## src/logic/hs_port_defines.vh

```
// Purpose: Constants for the high-speed host port timing block
// Assumes: clk_sys at 25 MHz; one clock per symbol on the line interface
// Notes: Times in their own unit, counts derived from the clock rate
// Notes on behaviour
// - Own packets open with 32-bit sync
// - Reply gap 8 to 192 bit times; rx_end is unused, so no reply is timed from a received packet
// - Back-to-back host packets gap 8 to 192
// - Non-SOF EOP is one unstuffed 8-bit byte
// - SOF EOP is 40 unstuffed bits
// - Answer device chirp with three or more KJ pairs
// - Start host chirps within 100 us
// - Each host chirp lasts 40 to 60 us
// - First SOF 100 to 500 us after chirps
// - SOF every 125 us after enumeration
// - Suspend stops SOF and idles bus
// - Resume bit cleared ends resume signalling
// - SOF restarts within 3 ms of idle
`ifndef HS_PORT_DEFINES_VH
`define HS_PORT_DEFINES_VH
`define CLK_MHZ 25
`define SYNC_BITS 8'd32
`define GAP_BITS 8'd16
`define EOP_BITS 8'd8
`define SOF_EOP_BITS 8'd40
`define CHIRP_PAIRS 3'd3
`define CHIRP_RESP_US 2
`define CHIRP_US 50
`define SOF_FIRST_US 200
`define SOF_PERIOD_US 125
`define SOF_BYTE 8'hA5
`define BIT_LAST 3'h7
`define CYC(us) ((us) * `CLK_MHZ)
`define CHIRP_RESP_CYC `CYC(`CHIRP_RESP_US)
`define CHIRP_CYC `CYC(`CHIRP_US)
`define SOF_FIRST_CYC `CYC(`SOF_FIRST_US)
`define SOF_PERIOD_CYC `CYC(`SOF_PERIOD_US)
`define LS_IDLE 2'h0
`define LS_J 2'h1
`define LS_K 2'h2
`define LS_SE0 2'h3
`endif

```

## src/logic/word_fifo.v

```verilog
// Purpose: Small flip-flop FIFO with valid and ready on both sides
// Assumes: Depth is a power of two
// Notes: Full and empty come from a fill count
`timescale 1ns/1ns
`default_nettype none
module word_fifo #(
	parameter WIDTH = 8,
	parameter DEPTH = 8,
	parameter AW = 3
) (
	// Clock and reset
	input wire clk_sys,
	input wire rst_n,
	// Fill side
	input wire in_valid,
	input wire [WIDTH-1:0] in_data,
	output wire in_ready,
	// Drain side
	output wire out_valid,
	output wire [WIDTH-1:0] out_data,
	input wire out_ready
);
	reg [WIDTH-1:0] mem_q [0:DEPTH-1];
	reg [AW-1:0] wr_q;
	reg [AW-1:0] rd_q;
	reg [AW:0] cnt_q;
	wire push;
	wire pop;
	assign in_ready = (cnt_q != DEPTH[AW:0]);
	assign out_valid = (cnt_q != {(AW+1){1'b0}});
	assign out_data = mem_q[rd_q];
	assign push = in_valid && in_ready;
	assign pop = out_valid && out_ready;
	always @(posedge clk_sys) begin
		if (push)
			mem_q[wr_q] <= in_data;
		if (!rst_n) begin
			wr_q <= {AW{1'b0}};
			rd_q <= {AW{1'b0}};
			cnt_q <= {(AW+1){1'b0}};
		end else begin
			if (push)
				wr_q <= wr_q + 1'b1;
			if (pop)
				rd_q <= rd_q + 1'b1;
			if (push && !pop)
				cnt_q <= cnt_q + 1'b1;
			else if (pop && !push)
				cnt_q <= cnt_q - 1'b1;
		end
	end
endmodule // word_fifo
`default_nettype wire

```

## src/logic/hs_host_port_timing.v

```verilog
// Purpose: Host port link framing, chirp handshake, SOF and suspend
// Assumes: One symbol per clock; line state coded as J, K, SE0, idle
// Notes: Packet bytes pass a FIFO; each byte goes out as eight symbols
`timescale 1ns/1ns
`default_nettype none
`include "hs_port_defines.vh"
module hs_host_port_timing #(
	parameter FIFO_DEPTH = 8,
	parameter CHIRP_RESP_CYC = `CHIRP_RESP_CYC,
	parameter CHIRP_CYC = `CHIRP_CYC,
	parameter SOF_FIRST_CYC = `SOF_FIRST_CYC,
	parameter SOF_PERIOD_CYC = `SOF_PERIOD_CYC
) (
	// Clock and reset
	input wire clk_sys,
	input wire rst_n,
	// Firmware control
	input wire bus_reset,
	input wire enum_done,
	input wire suspend,
	input wire resume,
	// Packet source: bytes, last marks end of packet
	input wire pkt_valid,
	input wire [7:0] pkt_data,
	input wire pkt_last,
	output wire pkt_ready,
	// Reply request: end of a received packet; not used by the logic
	input wire rx_end,
	// Line from the device
	input wire dev_chirp_k,
	// Line to the device
	output reg [1:0] line_state,
	output reg line_oe,
	output reg sof_pulse,
	output reg hs_mode
);
	localparam S_IDLE = 9'h001;
	localparam S_WAITCH = 9'h002;
	localparam S_CHIRP = 9'h004;
	localparam S_HSIDLE = 9'h008;
	localparam S_GAP = 9'h010;
	localparam S_SYNC = 9'h020;
	localparam S_DATA = 9'h040;
	localparam S_EOP = 9'h080;
	localparam S_RESUME = 9'h100;
	reg [8:0] st_q;
	reg [8:0] st_d;
	reg [15:0] tmr_q;
	reg [15:0] sof_q;
	reg [7:0] bit_q;
	reg [2:0] pairs_q;
	reg chirp_j_q;
	reg sof_pend_q;
	reg is_sof_q;
	reg last_q;
	reg [7:0] sh_q;
	reg dev_k_q;
	reg [7:0] sh_d;
	reg last_d;
	wire chirp_end;
	wire f_valid;
	wire [8:0] f_data;
	wire f_ready;
	wire sof_due;
	// Pop exactly when a FIFO byte moves into the shifter; the SOF byte is loaded without a pop
	assign f_ready = !is_sof_q && ((st_q == S_SYNC && st_d == S_DATA) ||
		(st_q == S_DATA && bit_q[2:0] == `BIT_LAST && !last_q));
	word_fifo #(.WIDTH(9), .DEPTH(FIFO_DEPTH), .AW(3)) u_fifo (
		.clk_sys(clk_sys),
		.rst_n(rst_n),
		.in_valid(pkt_valid),
		.in_data({pkt_last, pkt_data}),
		.in_ready(pkt_ready),
		.out_valid(f_valid),
		.out_data(f_data),
		.out_ready(f_ready)
	);
	assign sof_due = sof_q == SOF_PERIOD_CYC[15:0] - 16'd1;
	// Each chirp lasts exactly CHIRP_CYC clocks
	assign chirp_end = tmr_q == CHIRP_CYC[15:0] - 16'd1;
	// Next shifter contents, so the line shows the bit now loaded
	always @* begin
		sh_d = sh_q;
		last_d = last_q;
		if (st_q == S_SYNC && st_d == S_DATA) begin
			sh_d = is_sof_q ? `SOF_BYTE : f_data[7:0];
			last_d = is_sof_q | f_data[8];
		end else if (st_q == S_DATA && bit_q[2:0] == `BIT_LAST &&
			!last_q) begin
			sh_d = f_data[7:0];
			last_d = f_data[8];
		end else if (st_q == S_DATA)
			sh_d = {1'b0, sh_q[7:1]};
	end
	always @* begin
		st_d = st_q;
		case (st_q)
		S_IDLE: if (bus_reset && dev_k_q && !dev_chirp_k)
			st_d = S_WAITCH;
		S_WAITCH: if (tmr_q == CHIRP_RESP_CYC[15:0]) st_d = S_CHIRP;
		S_CHIRP: if (chirp_end && chirp_j_q &&
			pairs_q == `CHIRP_PAIRS - 3'd1)
			st_d = S_HSIDLE;
		S_HSIDLE: if (resume) st_d = S_RESUME;
			else if (!suspend && !sof_pend_q && f_valid)
				st_d = S_GAP;
			else if (!suspend && sof_pend_q)
				st_d = S_GAP;
		S_GAP: if (suspend) st_d = S_HSIDLE;
			else if (bit_q == `GAP_BITS) st_d = S_SYNC;
		S_SYNC: if (bit_q == `SYNC_BITS - 8'd1) st_d = S_DATA;
		S_DATA: if (bit_q[2:0] == `BIT_LAST && last_q) st_d = S_EOP;
		S_EOP: if (bit_q == (is_sof_q ? `SOF_EOP_BITS : `EOP_BITS) - 8'd1)
			st_d = S_HSIDLE;
		S_RESUME: if (!resume) st_d = S_HSIDLE;
		default: st_d = S_IDLE;
		endcase
		if (!bus_reset && st_q == S_IDLE) st_d = S_IDLE;
	end
	always @(posedge clk_sys) begin
		if (!rst_n) begin
			st_q <= S_IDLE;
			tmr_q <= 16'h0000;
			sof_q <= 16'h0000;
			bit_q <= 8'h00;
			pairs_q <= 3'h0;
			chirp_j_q <= 1'b0;
			sof_pend_q <= 1'b0;
			is_sof_q <= 1'b0;
			last_q <= 1'b0;
			sh_q <= 8'h00;
			dev_k_q <= 1'b0;
			line_state <= `LS_IDLE;
			line_oe <= 1'b0;
			sof_pulse <= 1'b0;
			hs_mode <= 1'b0;
		end else begin
			st_q <= st_d;
			dev_k_q <= dev_chirp_k;
			sof_pulse <= 1'b0;
			bit_q <= (st_d != st_q) ? 8'h00 : bit_q + 8'h01;
			// Chirp timing
			if (st_q == S_CHIRP && chirp_end) begin
				tmr_q <= 16'h0000;
				chirp_j_q <= !chirp_j_q;
				if (chirp_j_q)
					pairs_q <= pairs_q + 3'd1;
			end else if (st_d != st_q && st_q != S_HSIDLE)
				tmr_q <= 16'h0000;
			else if (st_q == S_WAITCH || st_q == S_CHIRP)
				tmr_q <= tmr_q + 16'h0001;
			if (st_q == S_CHIRP && st_d == S_HSIDLE)
				hs_mode <= 1'b1;
			// Microframe timer, first SOF delayed after chirps
			if (st_q == S_IDLE || st_q == S_CHIRP)
				sof_q <= SOF_PERIOD_CYC[15:0] - SOF_FIRST_CYC[15:0];
			else if (suspend || st_q == S_RESUME)
				sof_q <= 16'h0000;
			else if (sof_due)
				sof_q <= 16'h0000;
			else
				sof_q <= sof_q + 16'h0001;
			if (sof_due && enum_done && !suspend && !resume)
				sof_pend_q <= 1'b1;
			else if (st_q == S_HSIDLE && st_d == S_GAP)
				sof_pend_q <= 1'b0;
			if (st_q == S_HSIDLE && st_d == S_GAP)
				is_sof_q <= sof_pend_q;
			if (st_d == S_SYNC && st_q == S_GAP && is_sof_q)
				sof_pulse <= 1'b1;
			// Byte loading
			sh_q <= sh_d;
			last_q <= last_d;
			// Line drive
			line_oe <= (st_d != S_IDLE && st_d != S_HSIDLE &&
				st_d != S_GAP && st_d != S_WAITCH);
			case (st_d)
			S_CHIRP: line_state <= (chirp_j_q ^
				(st_q == S_CHIRP && chirp_end))
				? `LS_J : `LS_K;
			S_SYNC: line_state <= (bit_q[0] && st_q == S_SYNC) ?
				`LS_J : `LS_K;
			S_DATA: line_state <= sh_d[0] ? `LS_J : `LS_K;
			S_EOP: line_state <= `LS_SE0;
			S_RESUME: line_state <= `LS_K;
			default: line_state <= `LS_IDLE;
			endcase
		end
	end
endmodule // hs_host_port_timing
`default_nettype wire

```

## config.mk

```make
export PLATFORM = sky130hd
export DESIGN_NAME = hs_host_port_timing
export DESIGN_NICKNAME = d
export VERILOG_FILES = /design/src/logic/word_fifo.v /design/src/logic/hs_host_port_timing.v
export VERILOG_INCLUDE_DIRS = /design/src /design/src/logic
export SDC_FILE = /design/constraint.sdc
export NUM_CORES = 1
export LEC_CHECK = 0
export CAP_MARGIN = 20
export CORE_MARGIN = 5
export CORE_UTILIZATION = 63
export CTS_CLUSTER_DIAMETER = 120
export DETAILED_ROUTE_END_ITERATION = 10
export DONT_BUFFER_PORTS = 1
export PLACE_DENSITY_LB_ADDON = 0.05
export SYNTH_ARGS = -nofsm -noshare
export SYNTH_HDL_FRONTEND = slang
export SYNTH_SLANG_ARGS = --single-unit
```

## constraint.sdc

```tcl
create_clock -name clk_sys -period 4.1 [get_ports clk_sys]
set_input_delay 0.205 -clock clk_sys [delete_from_list [all_inputs] [get_ports clk_sys]]
set_output_delay 0.205 -clock clk_sys [all_outputs]
set_load 0.005 [all_outputs]
```

==> results of run 1 <==
-- per-layer routing --
metal  vias up  GRT usage [%]  wire (µm)
li1       2260              -          -
met1      2246          26.31       5902
met2        74          38.46       6996
met3        20          6.368        461
met4         0          7.903        245
met5         -              0          0
-- how the worst max path moves through the flow --
stage	to	from	cells past startpoint
after floorplan	u_fifo.cnt_q[3]	st_q[1]	13
after global placement	u_fifo.cnt_q[3]	st_q[0]	12
after detailed placement	u_fifo.cnt_q[3]	st_q[0]	12
after CTS	u_fifo.cnt_q[3]	st_q[0]	12
after global routing	u_fifo.cnt_q[3]	st_q[0]	12
final	u_fifo.cnt_q[3]	st_q[0]	12
-- cells by family (layout without fill, tap and decap cells) --
| logic type | after synthesis | in the layout | synth area share [%] |
|---|---|---|---|
| XOR/XNOR | 47 | 47 | 5.892 |
| adder cells (fa/ha/maj) | 17 | 17 | 3.152 |
| AO/OA/AOI/OAI | 81 | 81 | 8.596 |
| flip-flops | 155 | 155 | 54.73 |
| multiplexers | 30 | 30 | 7.593 |
| buffers and inverters | 42 | 70 | 2.489 |
| AND/OR/NAND/NOR | 234 | 234 | 17.55 |
-- area by class of cell --
type                       instances  area [µm²]
clock buffer                      19       421.7
clock inverter                    12       91.34
fill                             768        3072
inverter                          20       75.07
multi-input combinational        409        2999
sequential                       155        3824
tap                              140       175.2
timing repair buffer              19       182.7
-- Yosys cell counts (all sizes together) (5+ instances only) --
cell	number	share of area, %
xnor2	20	2.5
a21oi	19	1.4
o21ai	10	0.77
nand4	12	1.1
nor2	89	4.8
mux4	18	5.8
clkbuf	13	0.70
edfxtp	72	31
o211ai	6	0.72
buf	9	0.72
nor4	8	1.2
a21boi	10	1.1
nand3	24	1.8
and4	8	1.0
and2	5	0.45
mux2i	8	1.1
xor2	27	3.4
and3	9	0.81
nor3	13	0.93
nand2	33	1.8
nor3b	5	0.54
ha	16	2.9
nand2b	8	0.72
inv	20	1.1
dfxtp	83	24
o22ai	7	0.63
-- flip-flops by register name, indices dropped and copies added, names as in the netlist, 2 cells and up, named ones only --
signal	flops
u_fifo.mem_q	72
sof_q	16
tmr_q	16
st_q	9
bit_q	8
sh_q	8
u_fifo.cnt_q	4
pairs_q	3
u_fifo.rd_q	3
u_fifo.wr_q	3
line_state	2
-- repair_timing --
item                       4_1_cts  5_1_grt
setup endpoints to repair        0        0
hold buffers                    16        0
hold endpoints to repair       106        0
-- per-stage QoR --
stage               total power (W)  area, µm²  utilization (%)
floorplan                  0.001896       6987                -
global placement           0.001934       7096            65.45
detailed placement         0.001944       7096            65.45
CTS                        0.003318       7769            71.66
global route               0.003435       7769            71.66
finish                     0.003305       7769            71.66
-- report_power, final --
group	total, W	switching [W]	leakage, nW	internal (W)
sequential	0.00171	0.0000385	1.33	0.00167
clock	0.00137	0.000626	0.239	0.000745
combinational	0.000222	0.000128	1.08	0.0000950
==> flow_summary.json, run 1 <==
{
  "finalHoldViolations": 0,
  "dp_cells": 727,
  "cp_num_buf_inv": 1,
  "place.port_buffers": 0,
  "count_of_flip_flops_with_a_built_in_enable_after_synthesis": 72,
  "clock_tree.buffer_depth": 2,
  "synth.net_count": 641,
  "dominant_synthesized_flop_cell": "dfxtp_1",
  "post_dr_wirelength_cell_um": 17.58,
  "dp_hpwl_um": 9140,
  "clk_pin_slew_worst_paths_ps": 60,
  "die-area_um2": 13300,
  "detail_route.drc_violations": 0,
  "first_pass_grt_wire_length_um": 22310,
  "synth.yosys.seq_area_share_pct": 54.73,
  "finClkSkew_ps": 6.754,
  "hold_path.class": "input port to flop",
  "fin_crit_sh_pct": 81.01,
  "totalNegativeSetupSlack_ps": 0,
  "detailedPlace.worstSlack_ps": 784.5,
  "first_global_vias": 4564,
  "grt_usage_pct": 22.16,
  "run_status": "completed",
  "top_level_ports": 24,
  "worst-path-max-fanout": 12,
  "crit_chain": "nor4_4 -> nand3_2 -> o22ai_1 -> nand2_1 -> ha_1 -> inv_1 -> ha_1 -> a21o_1 -> a21oi_1 -> xnor2_1 -> or3_1 -> a21oi_1",
  "number_of_max_cap_violations": 0,
  "hold_path_startpoint": "rst_n",
  "antenna_found_initial": 0,
  "drtPass1Iterations": 4,
  "yosysWarnings": 0,
  "vias": 4600,
  "worst-setup-path-type": "flop to flop",
  "critical-path-slowest-cell": "nor4_4",
  "netlist_instances": 606,
  "crit_path_start_kind": "flop",
  "synth_area_um2": 6987,
  "power.density_nw_per_um2": 425.4,
  "finalMaxSlewViolations": 0,
  "worst_slew_pin_slew_ps": 1014,
  "grt_setup_unrepaired": "no",
  "grt_max_degree": 47,
  "maximum_vdd_drop_uv": 478.2,
  "syn_to_final_growth_pct": 11.19,
  "timing.critical_path.arrival_ps": 3790,
  "tritoncts": "built",
  "cts_htree_levels": 4,
  "ctsRootBufferMaster": "clkbuf_8",
  "total_of_flip_flops_plus_latches_after_synthesis": 155,
  "final_cell_mix": "nor2_1 (88), dfxtp_1 (83), edfxtp_1 (72)",
  "max_stage_delay_ps": 520,
  "antenna_cells_inserted": 0,
  "place.gp.congestion": 0.9077,
  "drive_above_1_share_pct": 11.36,
  "die_height_um": 115.3,
  "r2r_slack_ps": 780,
  "r2r-start": "st_q[0]",
  "asyncSetResetFlopFracSynth_pct": 0,
  "relSlewSlack_pct": 32.16,
  "fp-row-count": 38,
  "routed_wirelength_um": 13610,
  "leakagePower_nw": 2.644,
  "core-area_um2": 10840,
  "grt-ovfl-total": 0,
  "clkLatencyLatePin_ps": 540,
  "cts.repair.resized": 0,
  "floorplan.initialDensity_pct": 64.45,
  "floorplan.die.width_um": 115.3,
  "finalNonFillerCells": 774,
  "setup_viol": 0,
  "layout.cells.most_common": "nor2_1",
  "hold-path-endpoint": "bit_q[2]",
  "final_net_count": 657,
  "hold_ws_ps": 18.69,
  "setup.worst_path.end_class": "flop",
  "cts_sinks": 155,
  "postCtsSetupBuffers": 0,
  "finalWorstPathRequiredPeriod_ps": 3321,
  "detail-route-antenna-nets": 0,
  "fmaxAchievable_mhz": 301.1,
  "avgSynthCellArea_um2": 11.53,
  "first_iter_violations": 298,
  "synth_cell_type_count": 67,
  "timing.critical_path.max_delay_family": "simple AND/OR/NAND/NOR gates",
  "worstHoldPathCells": 2,
  "cts_buffers": 17,
  "worst_setup_margin_ps": 778.6,
  "cp.required_ps": 4560,
  "rr_endpoint": "u_fifo.cnt_q[3]",
  "post_drt_via_cell_ratio": 5.943,
  "reg2regPathDepth": 12
}
Note: power is estimated with default switching activity, not from simulation.
==> inputs of run 2 (changes only) <==
==> constraint.sdc (replaced) <==
create_clock -name clk_sys -period 3.1 [get_ports clk_sys]
set_input_delay 0.155 -clock clk_sys [delete_from_list [all_inputs] [get_ports clk_sys]]
set_output_delay 0.155 -clock clk_sys [all_outputs]
set_load 0.005 [all_outputs]
==> flow_summary.json, run 2 (synthesized netlist as in run 1, its figures left out) <==
{
  "run_status": "completed",
  "cp.required_ps": 3560,
  "place.port_buffers": 0,
  "setup.worst_path.end_class": "flop",
  "totalNegativeSetupSlack_ps": 0,
  "fp-row-count": 38,
  "fmaxAchievable_mhz": 343.8,
  "worst_setup_margin_ps": 191.4,
  "met1_capacity_usage_during_global_routing_pct": 26.32,
  "finalWorstPathRequiredPeriod_ps": 2909,
  "intPower_w": 0.003343,
  "layout_top_registers": "u_fifo.mem_q: 72 flops, sof_q: 16 flops, tmr_q: 16 flops",
  "first_iter_violations": 305,
  "leakagePower_nw": 2.723,
  "worst_slew_pin_slew_ps": 994.3,
  "fin_crit_sh_pct": 93.83,
  "post_drt_via_cell_ratio": 5.966,
  "use_met3_pct": 7.211,
  "crit_path_start_kind": "flop",
  "worst-setup-path-type": "flop to flop",
  "finalMaxSlewViolations": 0,
  "crit_end": "u_fifo.cnt_q[3]",
  "cts_sinks": 155,
  "ctsRootBufferMaster": "clkbuf_8",
  "grt_max_degree": 47,
  "rr_endpoint": "u_fifo.cnt_q[3]",
  "die_height_um": 115.3,
  "top_usage_layer": "met2",
  "largest_register_ff_count": 72,
  "tritoncts": "built",
  "maximum_vdd_drop_uv": 598.0,
  "r2r-start": "st_q[1]",
  "cts_htree_levels": 4,
  "largest_register": "u_fifo.mem_q",
  "vias": 4713,
  "grt_usage_pct": 22.43,
  "number_of_max_cap_violations": 0,
  "clkLatencyLatePin_ps": 550,
  "drtPass1Iterations": 5,
  "use_met2_pct": 38.23,
  "floorplan.initialDensity_pct": 64.45,
  "netSwitchingFraction_pct": 24.29,
  "syn_to_final_growth_pct": 12.88,
  "finClkSkew_ps": 11.08,
  "timing.critical_path.arrival_ps": 3370,
  "place.gp.congestion": 0.8963,
  "routed_wirelength_um": 14060,
  "finalHoldViolations": 0,
  "detail-route-antenna-nets": 0,
  "reg2regPathDepth": 12,
  "grt-ovfl-total": 0,
  "antenna_found_initial": 0,
  "top_level_ports": 24,
  "cts_buffers": 17,
  "power.density_nw_per_um2": 559.9,
  "first_global_vias": 4562,
  "grt_setup_unrepaired": "no",
  "first_pass_grt_wire_length_um": 22560,
  "relSlewSlack_pct": 33.20,
  "dp_hpwl_um": 9341,
  "detail_route.drc_violations": 0,
  "worstSetupStartpoint": "st_q[1]",
  "detailedPlace.worstSlack_ps": 130.6,
  "core-area_um2": 10840,
  "hold_path.class": "input port to flop",
  "layout.cells.most_common": "nor2_1",
  "floorplan.die.width_um": 115.3,
  "filler_cell_count": 748,
  "p_sw_w": 0.001072,
  "post_dr_wirelength_cell_um": 17.79,
  "worst-path-max-fanout": 8,
  "antenna_cells_inserted": 0,
  "clock_tree.buffer_depth": 2,
  "clk_pin_slew_worst_paths_ps": 70,
  "comb_power_share_pct": 7.1,
  "share_seq_of_total_power_pct": 51.2,
  "die-area_um2": 13300,
  "final_net_count": 672,
  "setup_viol": 0,
  "r2r_slack_ps": 190,
  "drive_above_1_share_pct": 13.23,
  "share_clk_of_total_power_pct": 41.7,
  "final_cell_mix": "nor2_1 (88), dfxtp_1 (83), edfxtp_1 (72)"
}
-- run 2: worst min-delay path by stage --
stage / from / endpoint / slack, ps / cells past startpoint
finish: suspend / sof_q[13] / 40 / 3
floorplan: pkt_data[0] / u_fifo.mem_q[0][0] / 250 / 0
global placement: pkt_data[2] / u_fifo.mem_q[6][2] / 250 / 0
CTS: suspend / sof_q[5] / 10 / 3
detailed placement: pkt_data[0] / u_fifo.mem_q[2][0] / 250 / 0
global route: suspend / sof_q[14] / 50 / 3
-- run 2: timing repair --
| item | CTS | global route |
|---|---|---|
| endpoints found under the setup margin | 0 | 1 |
| gates resized for setup | 0 | 1 |
| hold endpoints to repair | 115 | 0 |
| hold buffers | 16 | 0 |
| buffers inserted | 0 | 1 |
-- run 2: power groups by stage --
stage	combinational, W	sequential (W)	clock [W]
global route	0.000349	0.00227	0.00197
floorplan	0.000218	0.00229	0
detailed placement	0.000279	0.00230	0
finish	0.000313	0.00226	0.00184
CTS	0.000314	0.00226	0.00187
global placement	0.000267	0.00230	0
-- run 2: layout make-up --
class                           instances  area [µm²]  share of cell area, %
Inverter                               20       75.07                 0.9519
Timing Repair Buffer                   34       295.3                  3.744
Sequential cell                       155        3824                  48.48
Multi-Input combinational cell        409        2995                  37.98
Clock inverter                         11       92.59                  1.174
Clock buffer                           21       429.2                  5.442
Tap cell                              140       175.2                  2.221
-- run 2: worst max-delay path: stages, from the launching register on --
cell	delay, ps
dfxtp_1	400
nor4_4	440
nand4_1	230
o22ai_2	210
nand2_1	80
ha_1	230
inv_1	120
ha_1	240
a21o_1	170
a21oi_1	170
xnor2_1	90
or3_1	300
a21oi_1	140
-- run 2: per-layer routing --
layer  vias to the layer above  share of wire (%)  wire length, µm
li1                       2277                  -                -
met1                      2275                 41             5799
met2                       133                 51             7181
met3                        28                5.0              705
met4                         0                2.6              369
met5                         -                  0                0
-- run 2: metrics by stage --
step	std cells	util (%)	total power [W]	instance area, µm²	hold slack, ps
finish	790	72.75	0.004415	7886	35.94
global route	790	72.75	0.004585	7886	45.80
floorplan	606	-	0.002508	6987	253.9
CTS	789	72.62	0.004440	7873	9.889
detailed placement	741	66.33	0.002580	7191	254.2
global placement	741	66.33	0.002564	7191	254.2
